File: src/dcc_pkg.sv
// Package of offsets, field positions, reset values and types for the debug capture control
package dcc_pkg;

   // Register byte offsets on APB
   localparam logic [7:0] OFS_FIFO_HIGH = 8'h00;
   localparam logic [7:0] OFS_FIFO_LOW  = 8'h04;
   localparam logic [7:0] OFS_FIFO_EXT  = 8'h08;
   localparam logic [7:0] OFS_CTRL      = 8'h0C;
   localparam logic [7:0] OFS_TRIG      = 8'h10;
   localparam logic [7:0] OFS_COMPC     = 8'h14;
   localparam logic [7:0] OFS_COUNT     = 8'h18;

   // Control register fields
   localparam int         CTL_EN      = 7;
   localparam int         CTL_ARM     = 6;
   localparam int         CTL_TAG     = 5;
   localparam int         CTL_BRK     = 4;
   localparam int         CTL_LOOP    = 0;
   localparam logic [7:0] CTL_WMASK   = 8'hF1;
   localparam logic [7:0] CTL_RST     = 8'h00;
   localparam logic [7:0] CTL_KEEPCLR = 8'h50;

   // Extended information fields
   localparam int         FX_PAGED = 7;
   localparam int         FX_MSB   = 0;

   // Trigger register fields and modes
   localparam int         TRG_BEGIN    = 6;
   localparam logic [7:0] TRG_WMASK    = 8'hCF;
   localparam logic [7:0] TRG_RST      = 8'h00;
   localparam logic [3:0] MODE_EVT_B   = 4'h3;
   localparam logic [3:0] MODE_A_EVT_B = 4'h4;

   // Captured word: paged flag above a 17-bit address
   localparam int         ADDR_W     = 17;
   localparam int         WORD_W     = 18;
   localparam int         FIFO_DEPTH = 8;
   localparam logic [17:0] COMPC_RST = 18'h0_0000;

   // Reset causes, presented with RESET
   localparam logic [1:0] RK_POR       = 2'h0;
   localparam logic [1:0] RK_OTHER     = 2'h1;
   localparam logic [1:0] RK_END_RUN   = 2'h2;
   localparam logic [1:0] RK_END_TRACE = 2'h3;

   typedef enum logic [1:0] {
      TR_IDLE,
      TR_WAIT,
      TR_STORE
   } dcc_trace_e;

endpackage

File: src/dcc_apb_slave.sv
// APB slave front end: zero-wait answer, registered read data, error on unmapped
`timescale 1ns/1ps
`default_nettype none
module dcc_apb_slave (
   input  wire logic        clk,
   input  wire logic        rst,
   input  wire logic        psel,
   input  wire logic        penable,
   input  wire logic        pwrite,
   input  wire logic [31:0] reg_rdata,
   input  wire logic        reg_hit,
   output logic      [31:0] prdata,
   output logic             pready,
   output logic             pslverr,
   output logic             wr_stb,
   output logic             rd_stb
);

   logic [31:0] prdata_q;
   logic        hit_q;
   logic        access;

   // Read data is latched in the setup cycle so it comes from a flop in the access phase
   always_ff @(posedge clk) begin
      if (rst) begin
         prdata_q <= 32'h0000_0000;
         hit_q    <= 1'b0;
      end else if (psel && !penable) begin
         prdata_q <= pwrite ? 32'h0000_0000 : reg_rdata;
         hit_q    <= reg_hit;
      end
   end

   assign access  = psel && penable;
   assign prdata  = prdata_q;
   assign pready  = 1'b1;
   assign pslverr = access && !hit_q;
   assign wr_stb  = access && pwrite && hit_q;
   assign rd_stb  = access && !pwrite && hit_q;

endmodule // dcc_apb_slave
`default_nettype wire

File: src/dcc_capture_fifo.sv
// Capture FIFO in flip-flops, with optional overwrite of the oldest word when full
`timescale 1ns/1ps
`default_nettype none
module dcc_capture_fifo #(
   parameter int W     = 18,
   parameter int DEPTH = 8,
   parameter int CW    = $clog2(DEPTH + 1)
) (
   input  wire logic          clk,
   input  wire logic          rst,
   input  wire logic          push,
   input  wire logic          pop,
   input  wire logic          overwrite,
   input  wire logic [W-1:0]  wdata,
   output logic      [W-1:0]  head,
   output logic               full,
   output logic               empty,
   output logic      [CW-1:0] count
);

   localparam int PW = $clog2(DEPTH);

   logic [W-1:0]  mem_q [DEPTH];
   logic [PW-1:0] wp_q;
   logic [PW-1:0] rp_q;
   logic [CW-1:0] cnt_q;
   logic          do_push;
   logic          drop;
   logic          do_pop;

   function automatic logic [PW-1:0] step(input logic [PW-1:0] p);
      step = (p == PW'(DEPTH - 1)) ? '0 : p + PW'(1);
   endfunction

   assign full    = (cnt_q == CW'(DEPTH));
   assign empty   = (cnt_q == '0);
   assign do_push = push && (!full || overwrite);
   assign drop    = push && full && overwrite;
   assign do_pop  = pop && !empty && !drop;

   always_ff @(posedge clk) begin
      if (do_push) begin
         mem_q[wp_q] <= wdata;
      end
   end

   always_ff @(posedge clk) begin
      if (rst) begin
         wp_q  <= '0;
         rp_q  <= '0;
         cnt_q <= '0;
      end else begin
         if (do_push) begin
            wp_q <= step(wp_q);
         end
         if (do_pop || drop) begin
            rp_q <= step(rp_q);
         end
         if (do_push && !drop && !do_pop) begin
            cnt_q <= cnt_q + CW'(1);
         end else if (do_pop && !do_push) begin
            cnt_q <= cnt_q - CW'(1);
         end
      end
   end

   // An empty FIFO reads as zero so a cleared FIFO shows cleared bytes
   assign head  = empty ? '0 : mem_q[rp_q];
   assign count = cnt_q;

endmodule // dcc_capture_fifo
`default_nettype wire

File: src/dcc_debug_capture.sv
// Debug capture control: control bits, loop suppression, extended FIFO information
//
// Behaviour
// RULE_01: Extended info clears on POR and normal resets
// RULE_02: End-trace reset with enable, end-trigger keeps info
// RULE_03: Bit 7 shows paged access of word
// RULE_04: Flag zero: event data or unpaged address
// RULE_05: Flag one: page bits over address 13:0
// RULE_06: Bit 0 holds address bit 16
// RULE_07: Reserved control and info bits read zero
// RULE_08: Enable bit, held zero while secure
// RULE_09: Arm bit starts comparing and storing
// RULE_10: Break enable gates trace-end and C breaks
// RULE_11: Tag bit selects tag or force break
// RULE_12: Loop bit clear stores every change-of-flow
// RULE_13: Loop mode skips store on comparator match
// RULE_14: Loop mode stores mismatch, reloads comparator C
// RULE_15: Loop mode ignored in event-only modes
// RULE_16: Low byte read advances the FIFO
// RULE_17: Begin bit: trigger starts or ends storage
// RULE_18: Trigger register locked while armed
// RULE_19: Info register tracks word at read pointer
// RULE_20: Control fields readable and writable by software
`timescale 1ns/1ps
`default_nettype none
module dcc_debug_capture #(
   parameter int DEPTH = dcc_pkg::FIFO_DEPTH
) (
   input  wire logic        CLOCK,
   input  wire logic        RESET,
   input  wire logic [1:0]  RST_KIND,
   input  wire logic        PSEL,
   input  wire logic        PENABLE,
   input  wire logic        PWRITE,
   input  wire logic [7:0]  PADDR,
   input  wire logic [31:0] PWDATA,
   output logic      [31:0] PRDATA,
   output logic             PREADY,
   output logic             PSLVERR,
   input  wire logic        SECURE,
   input  wire logic        BUS_VALID,
   input  wire logic [15:0] CPU_ADDR,
   input  wire logic        PAGE_SEL,
   input  wire logic [2:0]  PPAGE,
   input  wire logic        COF_VALID,
   input  wire logic        EVENT_VALID,
   input  wire logic [7:0]  EVENT_DATA,
   input  wire logic        TRIGGER,
   output logic             BRK_FORCE,
   output logic             BRK_TAG
);

   import dcc_pkg::*;

   localparam int CW = $clog2(DEPTH + 1);

   logic [7:0]        ctrl_q;
   logic [7:0]        trig_q;
   logic [WORD_W-1:0] compc_q;
   dcc_trace_e        state_q;
   logic              brk_force_q;
   logic              brk_tag_q;

   logic              keep;
   logic              fifo_rst;
   logic              wr_stb;
   logic              rd_stb;
   logic              reg_hit;
   logic [31:0]       reg_rdata;

   logic              armed;
   logic              storing;
   logic              trace_end;
   logic              event_only;
   logic              loop_act;
   logic [ADDR_W-1:0] cpu_addr17;
   logic [WORD_W-1:0] cpu_word;
   logic [WORD_W-1:0] evt_word;
   logic              cand;
   logic [WORD_W-1:0] cand_word;
   logic              loop_hit;
   logic              push;
   logic              pop;
   logic              compc_hit;
   logic              brk_ev;
   logic              keep_trace;
   logic              keep_run;
   logic              ctrl_wr;
   logic              trig_wr;
   logic              compc_wr;
   logic              loop_load;
   logic              brk_busy;

   logic [WORD_W-1:0] head;
   logic              full;
   logic              empty;
   logic [CW-1:0]     count;
   logic [7:0]        fx_byte;

   // Reset cause handling
   // An end-trace reset that stopped on an end trigger must leave the trace readable
   assign keep_trace = (RST_KIND == RK_END_TRACE)
                    && ctrl_q[CTL_EN] && !trig_q[TRG_BEGIN]; // RULE_02
   assign keep_run   = (RST_KIND == RK_END_RUN);
   assign keep       = keep_trace || keep_run;
   assign fifo_rst   = RESET && !keep; // RULE_01

   // Register bus
   dcc_apb_slave u_apb (
      .clk       (CLOCK),
      .rst       (RESET),
      .psel      (PSEL),
      .penable   (PENABLE),
      .pwrite    (PWRITE),
      .reg_rdata (reg_rdata),
      .reg_hit   (reg_hit),
      .prdata    (PRDATA),
      .pready    (PREADY),
      .pslverr   (PSLVERR),
      .wr_stb    (wr_stb),
      .rd_stb    (rd_stb)
   );

   always_comb begin
      reg_hit = 1'b1;
      case (PADDR)
         OFS_FIFO_HIGH: reg_rdata = {24'h00_0000, head[15:8]};
         OFS_FIFO_LOW:  reg_rdata = {24'h00_0000, head[7:0]};
         OFS_FIFO_EXT:  reg_rdata = {24'h00_0000, fx_byte}; // RULE_19
         OFS_CTRL:      reg_rdata = {24'h00_0000, ctrl_q}; // RULE_20
         OFS_TRIG:      reg_rdata = {24'h00_0000, trig_q};
         OFS_COMPC:     reg_rdata = {14'h0000, compc_q};
         OFS_COUNT:     reg_rdata = {{(32 - CW){1'b0}}, count};
         default: begin
            reg_hit   = 1'b0;
            reg_rdata = 32'h0000_0000;
         end
      endcase
   end

   // Popping on the low byte lets software read extended and high bytes first
   assign pop = rd_stb && (PADDR == OFS_FIFO_LOW); // RULE_16

   // Trigger and comparator writes while armed are dropped without an error
   assign ctrl_wr  = wr_stb && (PADDR == OFS_CTRL);
   assign trig_wr  = wr_stb && (PADDR == OFS_TRIG) && !ctrl_q[CTL_ARM]; // RULE_18
   assign compc_wr = wr_stb && (PADDR == OFS_COMPC) && !ctrl_q[CTL_ARM];

   // Extended information byte of the word at the read pointer
   always_comb begin
      fx_byte           = 8'h00; // RULE_07
      fx_byte[FX_PAGED] = head[ADDR_W]; // RULE_03
      fx_byte[FX_MSB]   = head[ADDR_W-1]; // RULE_06
   end

   // Address forming
   always_comb begin
      if (PAGE_SEL) begin
         cpu_addr17 = {PPAGE, CPU_ADDR[13:0]}; // RULE_05
      end else begin
         cpu_addr17 = {1'b0, CPU_ADDR}; // RULE_04
      end
   end

   assign cpu_word = {PAGE_SEL, cpu_addr17};
   assign evt_word = {10'h000, EVENT_DATA}; // RULE_04

   // Capture path
   assign armed      = ctrl_q[CTL_EN] && ctrl_q[CTL_ARM]; // RULE_09
   assign storing    = armed && (state_q == TR_STORE);
   assign event_only = (trig_q[3:0] == MODE_EVT_B) || (trig_q[3:0] == MODE_A_EVT_B);
   assign loop_act   = ctrl_q[CTL_LOOP] && !event_only; // RULE_15
   assign cand       = event_only ? EVENT_VALID : COF_VALID; // RULE_12
   assign cand_word  = event_only ? evt_word : cpu_word;
   assign loop_hit   = loop_act && (cpu_addr17 == compc_q[ADDR_W-1:0]); // RULE_13
   assign push       = storing && cand && !loop_hit; // RULE_13
   assign loop_load  = push && loop_act; // RULE_14

   // With an end trigger the FIFO keeps the newest words, so full overwrites the oldest
   dcc_capture_fifo #(
      .W     (WORD_W),
      .DEPTH (DEPTH),
      .CW    (CW)
   ) u_fifo (
      .clk       (CLOCK),
      .rst       (fifo_rst),
      .push      (push),
      .pop       (pop),
      .overwrite (!trig_q[TRG_BEGIN]),
      .wdata     (cand_word),
      .head      (head),
      .full      (full),
      .empty     (empty),
      .count     (count)
   );

   // Trace sequencing
   always_comb begin
      trace_end = 1'b0;
      if (armed && state_q == TR_STORE) begin
         if (trig_q[TRG_BEGIN]) begin
            trace_end = full && !empty; // RULE_17
         end else begin
            trace_end = TRIGGER; // RULE_17
         end
      end
   end

   always_ff @(posedge CLOCK) begin
      if (RESET) begin
         state_q <= TR_IDLE;
      end else if (!armed) begin
         state_q <= TR_IDLE;
      end else begin
         case (state_q)
            TR_IDLE: begin
               state_q <= trig_q[TRG_BEGIN] ? TR_WAIT : TR_STORE; // RULE_17
            end
            TR_WAIT: begin
               if (TRIGGER) begin
                  state_q <= TR_STORE; // RULE_17
               end
            end
            TR_STORE: begin
               if (trace_end) begin
                  state_q <= TR_IDLE;
               end
            end
            default: begin
               state_q <= TR_IDLE;
            end
         endcase
      end
   end

   // Control register
   // A software write of arm in the same cycle as trace end wins, so a re-arm is not lost
   always_ff @(posedge CLOCK) begin
      if (RESET) begin
         if (keep) begin
            ctrl_q         <= ctrl_q & ~CTL_KEEPCLR; // RULE_02
            ctrl_q[CTL_EN] <= ctrl_q[CTL_EN] && !SECURE; // RULE_08
         end else begin
            ctrl_q <= CTL_RST;
         end
      end else begin
         if (trace_end) begin
            ctrl_q[CTL_ARM] <= 1'b0;
         end
         if (ctrl_wr) begin
            ctrl_q <= PWDATA[7:0] & CTL_WMASK; // RULE_07
         end
         if (SECURE) begin
            ctrl_q[CTL_EN] <= 1'b0; // RULE_08
         end else if (ctrl_wr) begin
            ctrl_q[CTL_EN] <= PWDATA[CTL_EN]; // RULE_20
         end
      end
   end

   // Trigger register
   always_ff @(posedge CLOCK) begin
      if (RESET) begin
         if (!keep) begin
            trig_q <= TRG_RST;
         end
      end else if (trig_wr) begin
         trig_q <= PWDATA[7:0] & TRG_WMASK; // RULE_18
      end
   end

   // Comparator C value; loop mode reloads it with each stored change-of-flow address
   always_ff @(posedge CLOCK) begin
      if (RESET) begin
         if (!keep) begin
            compc_q <= COMPC_RST;
         end
      end else if (loop_load) begin
         compc_q <= cpu_word; // RULE_14
      end else if (compc_wr) begin
         compc_q <= PWDATA[WORD_W-1:0];
      end
   end

   // Break requests
   assign compc_hit = armed && BUS_VALID && (cpu_addr17 == compc_q[ADDR_W-1:0]);
   // A match held over back-to-back bus cycles must not stretch the request; an event
   // in the cycle right after a request is dropped, as the core is already breaking
   assign brk_busy  = brk_force_q || brk_tag_q;
   assign brk_ev    = ctrl_q[CTL_BRK] && (trace_end || compc_hit) && !brk_busy; // RULE_10

   always_ff @(posedge CLOCK) begin
      if (RESET) begin
         brk_force_q <= 1'b0;
         brk_tag_q   <= 1'b0;
      end else begin
         brk_force_q <= brk_ev && !ctrl_q[CTL_TAG]; // RULE_11
         brk_tag_q   <= brk_ev && ctrl_q[CTL_TAG]; // RULE_11
      end
   end

   assign BRK_FORCE = brk_force_q;
   assign BRK_TAG   = brk_tag_q;

endmodule // dcc_debug_capture
`default_nettype wire

File: config.mk
export PLATFORM = sky130hd
export DESIGN_NAME = dcc_debug_capture
export DESIGN_NICKNAME = d
export VERILOG_FILES = /design/src/dcc_pkg.sv /design/src/dcc_apb_slave.sv /design/src/dcc_capture_fifo.sv /design/src/dcc_debug_capture.sv
export SDC_FILE = /design/constraint.sdc
export NUM_CORES = 1
export LEC_CHECK = 0
export BUFFER_PORTS_ARGS = -buffer_cell sky130_fd_sc_hd__buf_2
export CAP_MARGIN = 20
export CORE_UTILIZATION = 52
export DETAILED_ROUTE_END_ITERATION = 12
export GPL_TIMING_DRIVEN = 1
export PLACE_DENSITY = 0.76
export SLEW_MARGIN = 20
export SYNTH_ARGS = -nofsm -noshare
export SYNTH_HDL_FRONTEND = slang
export SYNTH_SLANG_ARGS = --single-unit
File: constraint.sdc
create_clock -name CLOCK -period 4.3 [get_ports CLOCK]
set_input_delay 0.215 -clock CLOCK [delete_from_list [all_inputs] [get_ports CLOCK]]
set_output_delay 0.215 -clock CLOCK [all_outputs]
set_load 0.03 [all_outputs]
# After elaboration in Yosys (flattened, before gate mapping)
# Memories as Yosys holds them, arrays and structs flattened. A register that Yosys moved wholly into a read port is not among the register bits.
# Index checks and enable logic that the tools add are counted.
[totals]
reg_bits = 81
memories = 1
mem_bits_rw = 144
out_inout_bits = 36
word_cells = 149
[op_classes]
n_eq_ne = 19
muxes = 34
n_reduce_logical = 76
n_addsub = 4
bitwise = 1
[mem_list]
columns = ["memory", "depth", "width", "read_ports", "rd_ports_with_merged_regs", "write_ports", "line_no", "text"]
rows = [
  ["u_fifo.mem_q", 8, 18, 1, 1, 1, "dcc_capture_fifo.sv:23", "logic [W-1:0] mem_q [DEPTH];"],
]
[ops]
columns = ["operator", "n"]
rows = [
  ["$mux 18", 7],
  ["$pmux 18 s7", 1],
  ["$mux 8", 6],
  ["$logic_and 1x1->1", 39],
  ["$eq 8x5->1 const B", 3],
  ["$eq 17x17->1", 1],
  ["$mux 17", 1],
  ["$eq 8x4->1 const B", 2],
  ["$logic_not 1->1", 16],
  ["$mux 3", 4],
  ["$mux 1", 9],
  ["$reduce_bool 3->1", 3],
  ["$eq 8x3->1 const B", 1],
  ["$logic_not 8->1", 1],
  ["$mux 4", 2],
  ["$reduce_and 2->1", 4],
  ["$reduce_or 7->1", 1],
  ["$add 3x1->3 const B", 2],
  ["$eq 2x2->1 const B", 3],
  ["$eq 3x3->1 const B", 2],
  ["$logic_or 1x1->1", 6],
  ["$mux 2", 3],
  ["$ne 2x2->1 const B", 3],
  ["$pmux 2 s3", 1],
  ["11 further kinds", 13],
]

# Logic depth before layout (Yosys ltp)
# Gate-level depths: netlist of run 1.
[logic_depth]
word_depth = 14
mapped_depth = 12
ltp_nobuf = 11

# Modules after synthesis
# A second synthesis of run 1 with hierarchy kept.
[hier_totals]
hier_cells = 788
hier_area_um2 = 10247.3
[modules_own_cells]
columns = ["module", "cells_per_inst", "seq_area_each_um2", "n_inst", "area_per_inst_um2"]
rows = [
  ["dcc_capture_fifo", 306, 4584.4, 1, 6187.2],
  ["dcc_debug_capture", 327, 950.9, 1, 2687.6],
  ["dcc_apb_slave", 155, 660.6, 1, 1372.6],
]

# Worst setup path after synthesis of run 1
# No wires, ideal clock.
[synth_path]
path_kind = "reg2reg"
startpoint = "register trig_q[3]"
endpoint = "memory u_fifo.mem_q[4][0], enable pin"
required_ns = 3.854
setup_ns = 0.446
path_stages_with_launch = 8
path_buffers = 2
setup_slack_ns = 0.019
arrival_ns = 3.835
cell_sequence = "edfxtp_1 > or4b_2 > clkbuf_1 > and3_1 > nand4_1 > o21ai_0 > buf_2 > nor4b_1"
[synth_via]
elab_chain_cells = 10
word_cells_on_any_way = 13
classes_between = "2 x eq/ne; 3 x mux; 8 x reduce/logical"
[synth_lines]
columns = ["element", "line_no", "text"]
rows = [
  ["start, declared", "dcc_debug_capture.sv:58", "logic [7:0] trig_q;"],
  ["start signal, assigned", "dcc_debug_capture.sv:268", "trig_q <= PWDATA[7:0] & TRG_WMASK;"],
  ["$eq 4x2->1 or $eq 4x3->1 (tied branches)", "dcc_debug_capture.sv:171", "assign event_only = (trig_q[3:0] == MODE_EVT_B) || (trig_q[3:0] == MODE_A_EVT_B);"],
  ["$logic_or 1x1->1 *", "dcc_debug_capture.sv:171", ""],
  ["$logic_not 1->1", "dcc_debug_capture.sv:172", "assign loop_act = ctrl_q[CTL_LOOP] && !event_only;"],
  ["$logic_and 1x1->1", "dcc_debug_capture.sv:172", ""],
  ["$logic_and 1x1->1", "dcc_debug_capture.sv:175", "assign loop_hit = loop_act && (cpu_addr17 == compc_q[ADDR_W-1:0]);"],
  ["$logic_not 1->1", "dcc_debug_capture.sv:176", "assign push = storing && cand && !loop_hit;"],
  ["$logic_and 1x1->1 *", "dcc_debug_capture.sv:176", ""],
  ["$logic_and 1x1->1 *", "dcc_capture_fifo.sv:37", "assign do_push = push && (!full || overwrite);"],
  ["$mux 1 *", "dcc_capture_fifo.sv:42", "if (do_push) begin"],
  ["$mux 1 (implied by the code) *", "dcc_capture_fifo.sv:43", "mem_q[wp_q] <= wdata;"],
  ["end, declared", "dcc_capture_fifo.sv:23", ""],
]
# Every way passes the cells marked *; elsewhere a longest branch is shown, timed or not.

# Worst setup path in the final report of run 1
[layout_path]
startpoint = "register trig_q[3]"
endpoint = "register u_fifo.cnt_q[3], in the netlist u_fifo.count[3]"
[layout_via]
elab_chain_cells = 14
word_cells_on_any_way = 22
classes_between = "2 x eq/ne; 2 x mux; 18 x reduce/logical"
[layout_lines]
columns = ["element", "line_no", "text"]
rows = [
  ["$eq 4x2->1 or $eq 4x3->1 (tied branches)", "dcc_debug_capture.sv:171", ""],
  ["$logic_or 1x1->1 *", "dcc_debug_capture.sv:171", ""],
  ["$logic_not 1->1", "dcc_debug_capture.sv:172", ""],
  ["$logic_and 1x1->1", "dcc_debug_capture.sv:172", ""],
  ["$logic_and 1x1->1", "dcc_debug_capture.sv:175", ""],
  ["$logic_not 1->1", "dcc_debug_capture.sv:176", ""],
  ["$logic_and 1x1->1 *", "dcc_debug_capture.sv:176", ""],
  ["$logic_and 1x1->1 (2 in a row)", "dcc_capture_fifo.sv:38", "assign drop = push && full && overwrite;"],
  ["$logic_not 1->1", "dcc_capture_fifo.sv:39, dcc_capture_fifo.sv:59", ""],
  ["$logic_and 1x1->1", "dcc_capture_fifo.sv:39", "assign do_pop = pop && !empty && !drop;"],
  ["$logic_not 1->1", "dcc_capture_fifo.sv:59", "if (do_push && !drop && !do_pop) begin"],
  ["$logic_and 1x1->1", "dcc_capture_fifo.sv:59", ""],
  ["$mux 4 or $reduce_bool 2->1 (tied branches)", "-", ""],
  ["end signal, assigned", "dcc_capture_fifo.sv:60", "cnt_q <= cnt_q + CW'(1);"],
  ["end signal, assigned", "dcc_capture_fifo.sv:62", "cnt_q <= cnt_q - CW'(1);"],
  ["end, declared", "dcc_capture_fifo.sv:26", "logic [CW-1:0] cnt_q;"],
]
# Marks and branches as above.
# A chain may end at the register's enable or synchronous reset.

==> results of run 1 <==
## sequential cells by signal, indices dropped and copies added (netlist names), named ones only
register and cells:
u_fifo.rp_q 3, ctrl_q 5, u_apb.prdata 18, u_fifo.mem_q 144
trig_q 6, BRK_FORCE 1, u_fifo.wp_q 3, compc_q 18
state_q 2, u_apb.hit_q 1, BRK_TAG 1, u_fifo.count 4
## layout by cell type (no fill, tap or decap), drive strengths merged, types with 5 or more instances in the layout
master    n
edfxtp  173
a22oi    14
buf     101
clkbuf   34
dfxtp    36
ha        6
nand2b    5
nor4b     7
mux4     36
nor3      7
conb     15
xor2     18
inv       8
a211oi    6
o22ai     7
o21ai    11
nand3    11
clkinv    6
nor4     10
and2      8
a21oi    18
mux2i    45
nand2    57
nor2b    10
nor2     50
and3     11
## critical path, cell delays in order, from the launching register on
cell and delay, ns:
sky130_fd_sc_hd__edfxtp_1 0.44, sky130_fd_sc_hd__or4b_2 0.82, sky130_fd_sc_hd__and4_1 0.25, sky130_fd_sc_hd__nor2_1 0.30, sky130_fd_sc_hd__a31oi_1 0.15, sky130_fd_sc_hd__nand2_1 0.18, sky130_fd_sc_hd__ha_1 0.26, sky130_fd_sc_hd__a21o_1 0.18
sky130_fd_sc_hd__a21oi_1 0.28, sky130_fd_sc_hd__nand2_1 0.10, sky130_fd_sc_hd__a211o_1 0.28, sky130_fd_sc_hd__nand4b_1 0.09
## stage by stage
stage               hold slack, ns  area (um^2)  total power, mW  utilization, %
detailed placement          0.4556         9966            2.462           57.42
CTS                        0.01804        10630            4.181           61.27
floorplan                   0.4036         9321            2.386               -
global route               0.02770        10640            4.277           61.32
finish                     0.02628        10640            4.163           61.32
global placement            0.4282         9966            2.453           57.42
## layer usage
| metal | part of all wire [%] | track usage, % | vias to the layer above |
|---|---|---|---|
| met5 | 0 | 0 | - |
| met4 | 2.4 | 7.553 | 0 |
| met3 | 7.0 | 3.853 | 37 |
| met2 | 49 | 41.97 | 253 |
| met1 | 41 | 33.89 | 2970 |
| li1 | - | - | 2646 |
## kinds of logic (layout without fill, tap and decap cells)
group / count (synthesis) / in the layout / share of synthesized area, %
flip-flops: 209 / 209 / 63.80
AND/OR/NAND/NOR: 198 / 198 / 11.06
multiplexers: 82 / 82 / 13.72
AO/OA/AOI/OAI: 78 / 78 / 5.640
buffers and inverters: 54 / 151 / 2.969
XOR/XNOR: 18 / 18 / 1.700
adder cells (fa/ha/maj): 7 / 7 / 1.025
other: 2 / 15 / 0.08099
## power groups by stage
stage | registers [mW] | logic, mW | clock network, mW
final | 2.23 | 0.191 | 1.74
after global routing | 2.23 | 0.209 | 1.84
after detailed placement | 2.27 | 0.189 | 0
after CTS | 2.23 | 0.190 | 1.76
after global placement | 2.27 | 0.181 | 0
after floorplan | 2.27 | 0.118 | 0
## final cells by class
| type | instances | area, um^2 |
|---|---|---|
| fill | 1311 | 6713 |
| sequential | 209 | 5918 |
| multi-input combinational | 398 | 3199 |
| clock buffer | 34 | 615.6 |
| timing repair buffer | 102 | 553.0 |
| tap | 225 | 281.5 |
| clock inverter | 6 | 42.54 |
| inverter | 9 | 33.78 |
## timing repair
item	in CTS	in global routing
hold endpoints to repair	1	0
hold buffers	1	0
endpoints found under the setup margin	0	0
## worst max-delay path by stage
stage                              end  cells after the start  slack [ns]      start
floorplan           u_fifo.mem_q[4][0]                      7        0.02  trig_q[3]
global placement       u_fifo.count[3]                     11        1.11  trig_q[3]
detailed placement     u_fifo.count[3]                     11        1.01  trig_q[3]
CTS                    u_fifo.count[3]                     11        0.98  trig_q[3]
global route           u_fifo.count[3]                     11        0.75  trig_q[3]
finish                 u_fifo.count[3]                     11        0.93  trig_q[3]
==> summary by stage, run 1 <==
Hold path
The class of the most critical hold timing path is primary input to flip-flop. For hold timing, the worst endpoint is compc_q[17]. The cell count of the worst hold path is 3.

The hold path startpoint is PWDATA[17].

Synthesis
The mean instance size in the synthesized netlist is 14.31 um^2. Counting flops and latches in the post-synthesis netlist gives 209. The mapped cell area is 9273 um^2. Summed over all instances, the cell type with the most area after synthesis is sky130_fd_sc_hd__edfxtp_1.

In this run, synthesis inferred 173 flip-flops with an integrated enable. The share of async-settable or async-resettable flops after synthesis is 0%. During synthesis, Yosys emitted a total of 0 warnings. The most numerous cell in the Yosys netlist is sky130_fd_sc_hd__edfxtp_1.

The post-synthesis cell count is 648. The dominant synthesized flop cell is sky130_fd_sc_hd__edfxtp_1. Ranked by total cell area, the synthesized netlist is headed by sky130_fd_sc_hd__edfxtp_1 (56%), sky130_fd_sc_hd__mux4_2 (8.7%), sky130_fd_sc_hd__dfxtp_1 (7.8%). After synthesis, the most frequently instantiated cells are sky130_fd_sc_hd__edfxtp_1 (173), sky130_fd_sc_hd__nand2_1 (57), sky130_fd_sc_hd__nor2_1 (50). Summed over its instances, the top area cell type makes up 56.02% of the synthesized netlist area. The share of synthesized area occupied by flip-flops and latches is 63.80%.

The synthesized netlist contains 56 unique library cells.

STA
The number of pins exceeding their max-slew limit in the final report is 0. Headroom to the max-slew limit came out at 26.68%. Across all setup checks in the final design, the least slack found is 0.9281 ns. Clock skew on the completed layout was measured at 0.008773 ns. The final number of hold-violating endpoints is 0. Setup repair after global routing left no endpoint under its margin. At the pin with the least slew margin, the transition time is 1.100 ns. The clock period minus worst slack is 3.372 ns. Of the available clock period, the critical path in the final layout requires 78.42%. The total negative setup slack is 0 ns.

The maximum achievable frequency is 296.6 MHz. The setup violation total in the final timing report is 0.

Worst setup path
The biggest fanout along the worst timing path is 9. The endpoint kind of the worst setup timing path is a flip-flop. The worst flop-to-flop path startpoint is trig_q[3]. The critical path class is flip-flop to flip-flop. The data arrival time of the critical path is 3.81 ns. The worst setup path is launched from a flip-flop. The cell count of the worst reg-to-reg path is 11. STA puts the critical path data required time at 4.74 ns.

The worst reg-to-reg setup slack is 0.93 ns. The endpoint identified for the worst register-to-register timing path is u_fifo.count[3].

Power and ir drop
The share of total power consumed by net switching is 21.63%. The share of total power dissipated in sequential elements is 53.6%. The net switching component of the power is 0.9006 mW. Power spread over the standard cell area amounts to 391.1 nW/um^2.

The peak supply drop is 378.1 uV. The clock network accounts for 41.8% of the total power. The analysis attributes to cell leakage a power of 3.742 nW. The combinational share of power is 4.6%.

The internal power of the cells totals 3.263 mW.

Place
During placement, the flow inserted port buffers numbering 86. The post-placement setup slack is 1.009 ns. In this run, placement finished with an instance count of 942. Detailed placement finished with a half-perimeter wire length of 14.51 mm. The congestion estimate from routability-driven global placement came to 0.8726.

Clock network
Gates resized during post-CTS repair numbered 0. The number of clock buffers inserted by TritonCTS is 22. Counting along the longest clock path gives a buffer depth of 3.

Clock-pin slew was measured on the worst setup and hold paths at 0.06 ns. For this design, the sink count on the clock tree is 209. The tree is rooted in a sky130_fd_sc_hd__clkbuf_16. TritonCTS built the clock tree. The total number of H-tree levels is 1. The later pin in the worst-skew pair is clocked with a latency of 0.50 ns.

Post-CTS timing repair inserted 0 buffers for setup.

Detailed routing
The average detailed-routed wire length per instance is 22.22 um. For this block, the via count after detailed routing is 5906. In this run, the number of DRC markers left after iteration 0 of detailed routing was 534.

The routed wire length is 21.84 mm. The number of remaining DRC errors is 0. Dividing the detail-routed via count by the number of cells gives 6.008.

The iteration count of the initial detailed-routing pass is 5. The detail route stage leaves a number of antenna-violating nets equal to 0.

Floorplanning
The die height is 135.5 um. The initial utilization of the core area, before any placement, comes to 53.42%. The core region is 17360 um^2. In this run the horizontal extent of the chip is 135.5 um. Row generation in the floorplan step produced 48 rows. The count of boundary I/O pins is 116.

The die covers 18370 um^2.

Layout
The total number of nets in the final design is 829. Compared with the post-synthesis result, the final layout area differs by 14.79%. After the flow finishes, the layout carries non-filler instances totaling 983. Cells with a size suffix above 1 make up 24.54% of the layout. The repair_antennas step left the layout with diodes totalling 0.

Run status
The flow ran to the end, and the final reports show no timing, DRC or antenna violations.

Global routing
The via count of the first global-routing pass came to 5944. Across every metal layer, demand over resource in global routing totals 25.05%. Entering global routing, the biggest net connects 56 pins. The number of antenna violations at the first check in global routing is 0. The first global-routing pass estimated 33.89 mm of wire. The total congestion overflow is 0.

Run
The max-cap check violation count is 0.
No activity file was read; power rests on OpenSTA's default activity.
==> run 2: changes to the inputs <==
==> constraint.sdc (replaced) <==
create_clock -name CLOCK -period 2.9 [get_ports CLOCK]
set_input_delay 0.145 -clock CLOCK [delete_from_list [all_inputs] [get_ports CLOCK]]
set_output_delay 0.145 -clock CLOCK [all_outputs]
set_load 0.03 [all_outputs]
==> run 2 against run 1 <==
- hold slack got worse by 0.021 ns
- worst setup slack got worse by 0.79 ns
- global-route usage rose by 0.26 points
- sequential power rose by 48%
- fmax rose by 22%
- via count rose by 4.9%
- sequential share of layout area fell by 2.9 points
- clock skew rose by 0.022 ns
- non-clock buffer count rose by 43
- critical path depth rose by 1
- largest cell class unchanged
- largest power group unchanged
==> summary by stage, run 2 (synthesis gave the netlist of run 1 again) <==
Worst setup path
The worst flop-to-flop path startpoint is trig_q[3] (unchanged). The start point of the critical path is trig_q[3] (unchanged). The launching element type of the critical path is a flip-flop (unchanged). The biggest fanout along the worst timing path is 4 (was 9). The cell count of the worst reg-to-reg path is 12 (was 11). The data arrival time of the critical path is 3.20 ns (was 3.81 ns). The worst reg-to-reg setup slack is 0.14 ns (was 0.93 ns).

The endpoint of the worst-slack reg-to-reg timing path is u_fifo.count[3] (unchanged). The endpoint kind of the worst setup timing path is a flip-flop (unchanged). The required time of the critical path is 3.34 ns (was 4.74 ns).

The capturing element of the worst setup path is u_fifo.count[3] (unchanged). The critical path class is flip-flop to flip-flop (unchanged).

Run
The max-cap check violation count is 0 (unchanged).

STA
The setup violation total in the final timing report was 0 (unchanged). The number of pins exceeding their max-slew limit in the final report came to 0 (unchanged). The final hold slack is 0.005205 ns (was 0.02628 ns).

The final number of hold-violating endpoints is 0 (unchanged). The clock period minus worst slack is 2.763 ns (was 3.372 ns). The maximum achievable frequency is 362.0 MHz (was 296.6 MHz).

RSZ-0062 raised after global routing: false (unchanged). The portion of the clock cycle consumed by the worst path in the final layout came to 95.27% (was 78.42%). The final clock skew is 0.03101 ns (was 0.008773 ns). The slew at the pin with the worst max-slew slack is 1.116 ns (was 1.100 ns).

The tightest slew margin relative to the limit came to 24.95% (was 26.68%).

Power and ir drop
The peak supply drop is 451.3 uV (was 378.1 uV). The overall power came to 6.167 mW (was 4.163 mW). The power per standard cell area is 549.8 nW/um^2 (was 391.1 nW/um^2). The leakage power total is 3.962 nW (was 3.742 nW).

Place
The number of cells after detailed placement is 966 (was 942). The number of port buffers is 86 (unchanged). The HPWL reported at the end of detailed placement came to 14.98 mm (was 14.51 mm).

The weighted congestion reported at the end of routability-driven placement is 1.025 (was 0.8726).

Floorplanning
The die height is 135.5 um (unchanged). The horizontal die dimension is 135.5 um (unchanged). The effective utilization at floorplan was 53.42% (unchanged). The count of boundary I/O pins is 116 (unchanged). The placeable core region came to 17360 um^2 (unchanged). The die outline area is 18370 um^2 (unchanged). The number of rows in the core area came to 48 (unchanged).

Layout
The leading cell type in the layout, fill and taps excluded is sky130_fd_sc_hd__edfxtp_1 (unchanged). The layout cell share with drive strength beyond 1 is 27.13% (was 24.54%). The register with the most flip-flops was u_fifo.mem_q (unchanged). The flip-flop count of the largest register after layout is 144 (unchanged).

The total number of nets in the final design is 872 (was 829). Commonest cells after routing, fill and taps aside: sky130_fd_sc_hd__edfxtp_1 (173), sky130_fd_sc_hd__buf_2 (86), sky130_fd_sc_hd__nand2_1 (57) (unchanged). The end-of-flow core utilization is 64.63% (was 61.32%). The area added between synthesis and finish was 20.98% (was 14.79%). The number of antenna repair diodes is 0 (unchanged). The non-filler instance count after layout is 1025 (was 983).

Global routing
The pin count of the biggest net entering global routing is 52 (was 56). The first-pass GRT wire length is 34.17 mm (was 33.89 mm). The aggregate global-route resource usage is 25.31% (was 25.05%).

The via count of the first global-routing pass is 6063 (was 5944). The total congestion overflow came to 0 (unchanged). The number of antenna violations at the first check in global routing is 0 (unchanged).

Detailed routing
The number of remaining DRC errors was 0 (unchanged). The count of antenna-violating nets left after detailed routing is 0 (unchanged). The iteration count of the initial detailed-routing pass is 4 (was 5). The average detailed-routed wire length per instance is 21.97 um (was 22.22 um). The routed wire length came to 22.52 mm (was 21.84 mm). The via count normalized by instance count came to 6.043 (was 6.008). The routed via count is 6194 (was 5906). The number of design-rule violations left by the first detailed-router iteration is 655 (was 534).

Clock network
The number of buffers between clock root and the deepest sink is 3 (unchanged). The clock insertion delay at the later pin of the skew report came to 0.52 ns (was 0.50 ns). The clock-pin slew on the worst setup and hold paths is 0.06 ns (about the same).

The number of clock sinks seen by CTS is 209 (unchanged). The number of clock buffers inserted by TritonCTS came to 22 (unchanged). The clock root buffer is sky130_fd_sc_hd__clkbuf_16 (unchanged). The clock tree from TritonCTS is built (unchanged). The total number of H-tree levels was 1 (unchanged).

Run status
Outcome: complete, no violations (unchanged).

Hold path
The class of the most critical hold timing path is primary input to flip-flop (unchanged).
run 2: cell count changes in the layout (fill, tap and decap cells not counted), sizes merged:
cell | before | now
buf | 101 | 125
clkbuf | 34 | 26
clkinv | 6 | 12
clkinvlp | 1 | 2
dlygate4sd3 | 1 | 20
run 2: what timing repair did:
action / in CTS / in global routing
cloned: 0 / 0
buffers inserted: 0 / 0
resized for setup: 1 / 5
hold buffers: 20 / 0
setup endpoints to repair: 1 / 1
hold endpoints to repair: 25 / 0
pin swaps: 0 / 1
run 2: worst min path at each step:
stage	cells past startpoint	end	slack (ns)	start
after floorplan	1	ctrl_q[7]	0.33	SECURE
after global placement	2	u_apb.hit_q	0.40	RESET
after detailed placement	2	u_apb.hit_q	0.40	RESET
after CTS	3	compc_q[9]	0.00009	CPU_ADDR[9]
after global routing	3	compc_q[12]	0.01	CPU_ADDR[12]
final	4	state_q[0]	0.005	TRIGGER
run 2: layer usage:
| metal | up-vias | share of wire, % | GRT usage, % |
|---|---|---|---|
| met1 | 3120 | 40 | 33.48 |
| met2 | 288 | 52 | 45.01 |
| met3 | 38 | 6.9 | 2.619 |
| met4 | 0 | 1.9 | 5.930 |
| li1 | 2748 | - | - |
| met5 | - | 0 | 0 |
run 2: report_power, final:
part / total [mW] / leakage [nW] / switching, mW / internal (mW)
combinational: 0.322 / 1.77 / 0.210 / 0.112
sequential: 3.31 / 1.88 / 0.0183 / 3.29
clock: 2.54 / 0.313 / 1.13 / 1.40
run 2: through the flow:
stage | cell area [um^2] | worst slack (ns) | setup TNS, ns
3_5_place_dp | 10340 | 0.02951 | 0
2_1_floorplan | 9442 | -0.002290 | -0.08245
5_1_grt | 11220 | 0.02697 | 0
4_1_cts | 11190 | 0.04825 | 0
6_report | 11220 | 0.1373 | 0
3_3_place_gp | 10340 | 0.07389 | 0
run 2: cell type report:
type                    instances  area [um^2]
well taps                     225        281.5
multi-input cells             398         3284
inverters                       9        33.78
clock inverters                13        87.58
repair buffers                145         1049
fillers                      1188         6138
clock buffers                  26        565.5
flip-flops and latches        209         5917
run 2: critical path, stage by stage (launching register included):
cell	delay, ns
sky130_fd_sc_hd__edfxtp_1	0.42
sky130_fd_sc_hd__buf_4	0.18
sky130_fd_sc_hd__nor4bb_2	0.36
sky130_fd_sc_hd__o211a_1	0.22
sky130_fd_sc_hd__nor2_2	0.05
sky130_fd_sc_hd__a31oi_2	0.18
sky130_fd_sc_hd__nand2_1	0.10
sky130_fd_sc_hd__buf_4	0.15
sky130_fd_sc_hd__ha_1	0.32
sky130_fd_sc_hd__a21oi_2	0.22
sky130_fd_sc_hd__nand2_1	0.10
sky130_fd_sc_hd__a211o_1	0.30
sky130_fd_sc_hd__nand4b_1	0.09
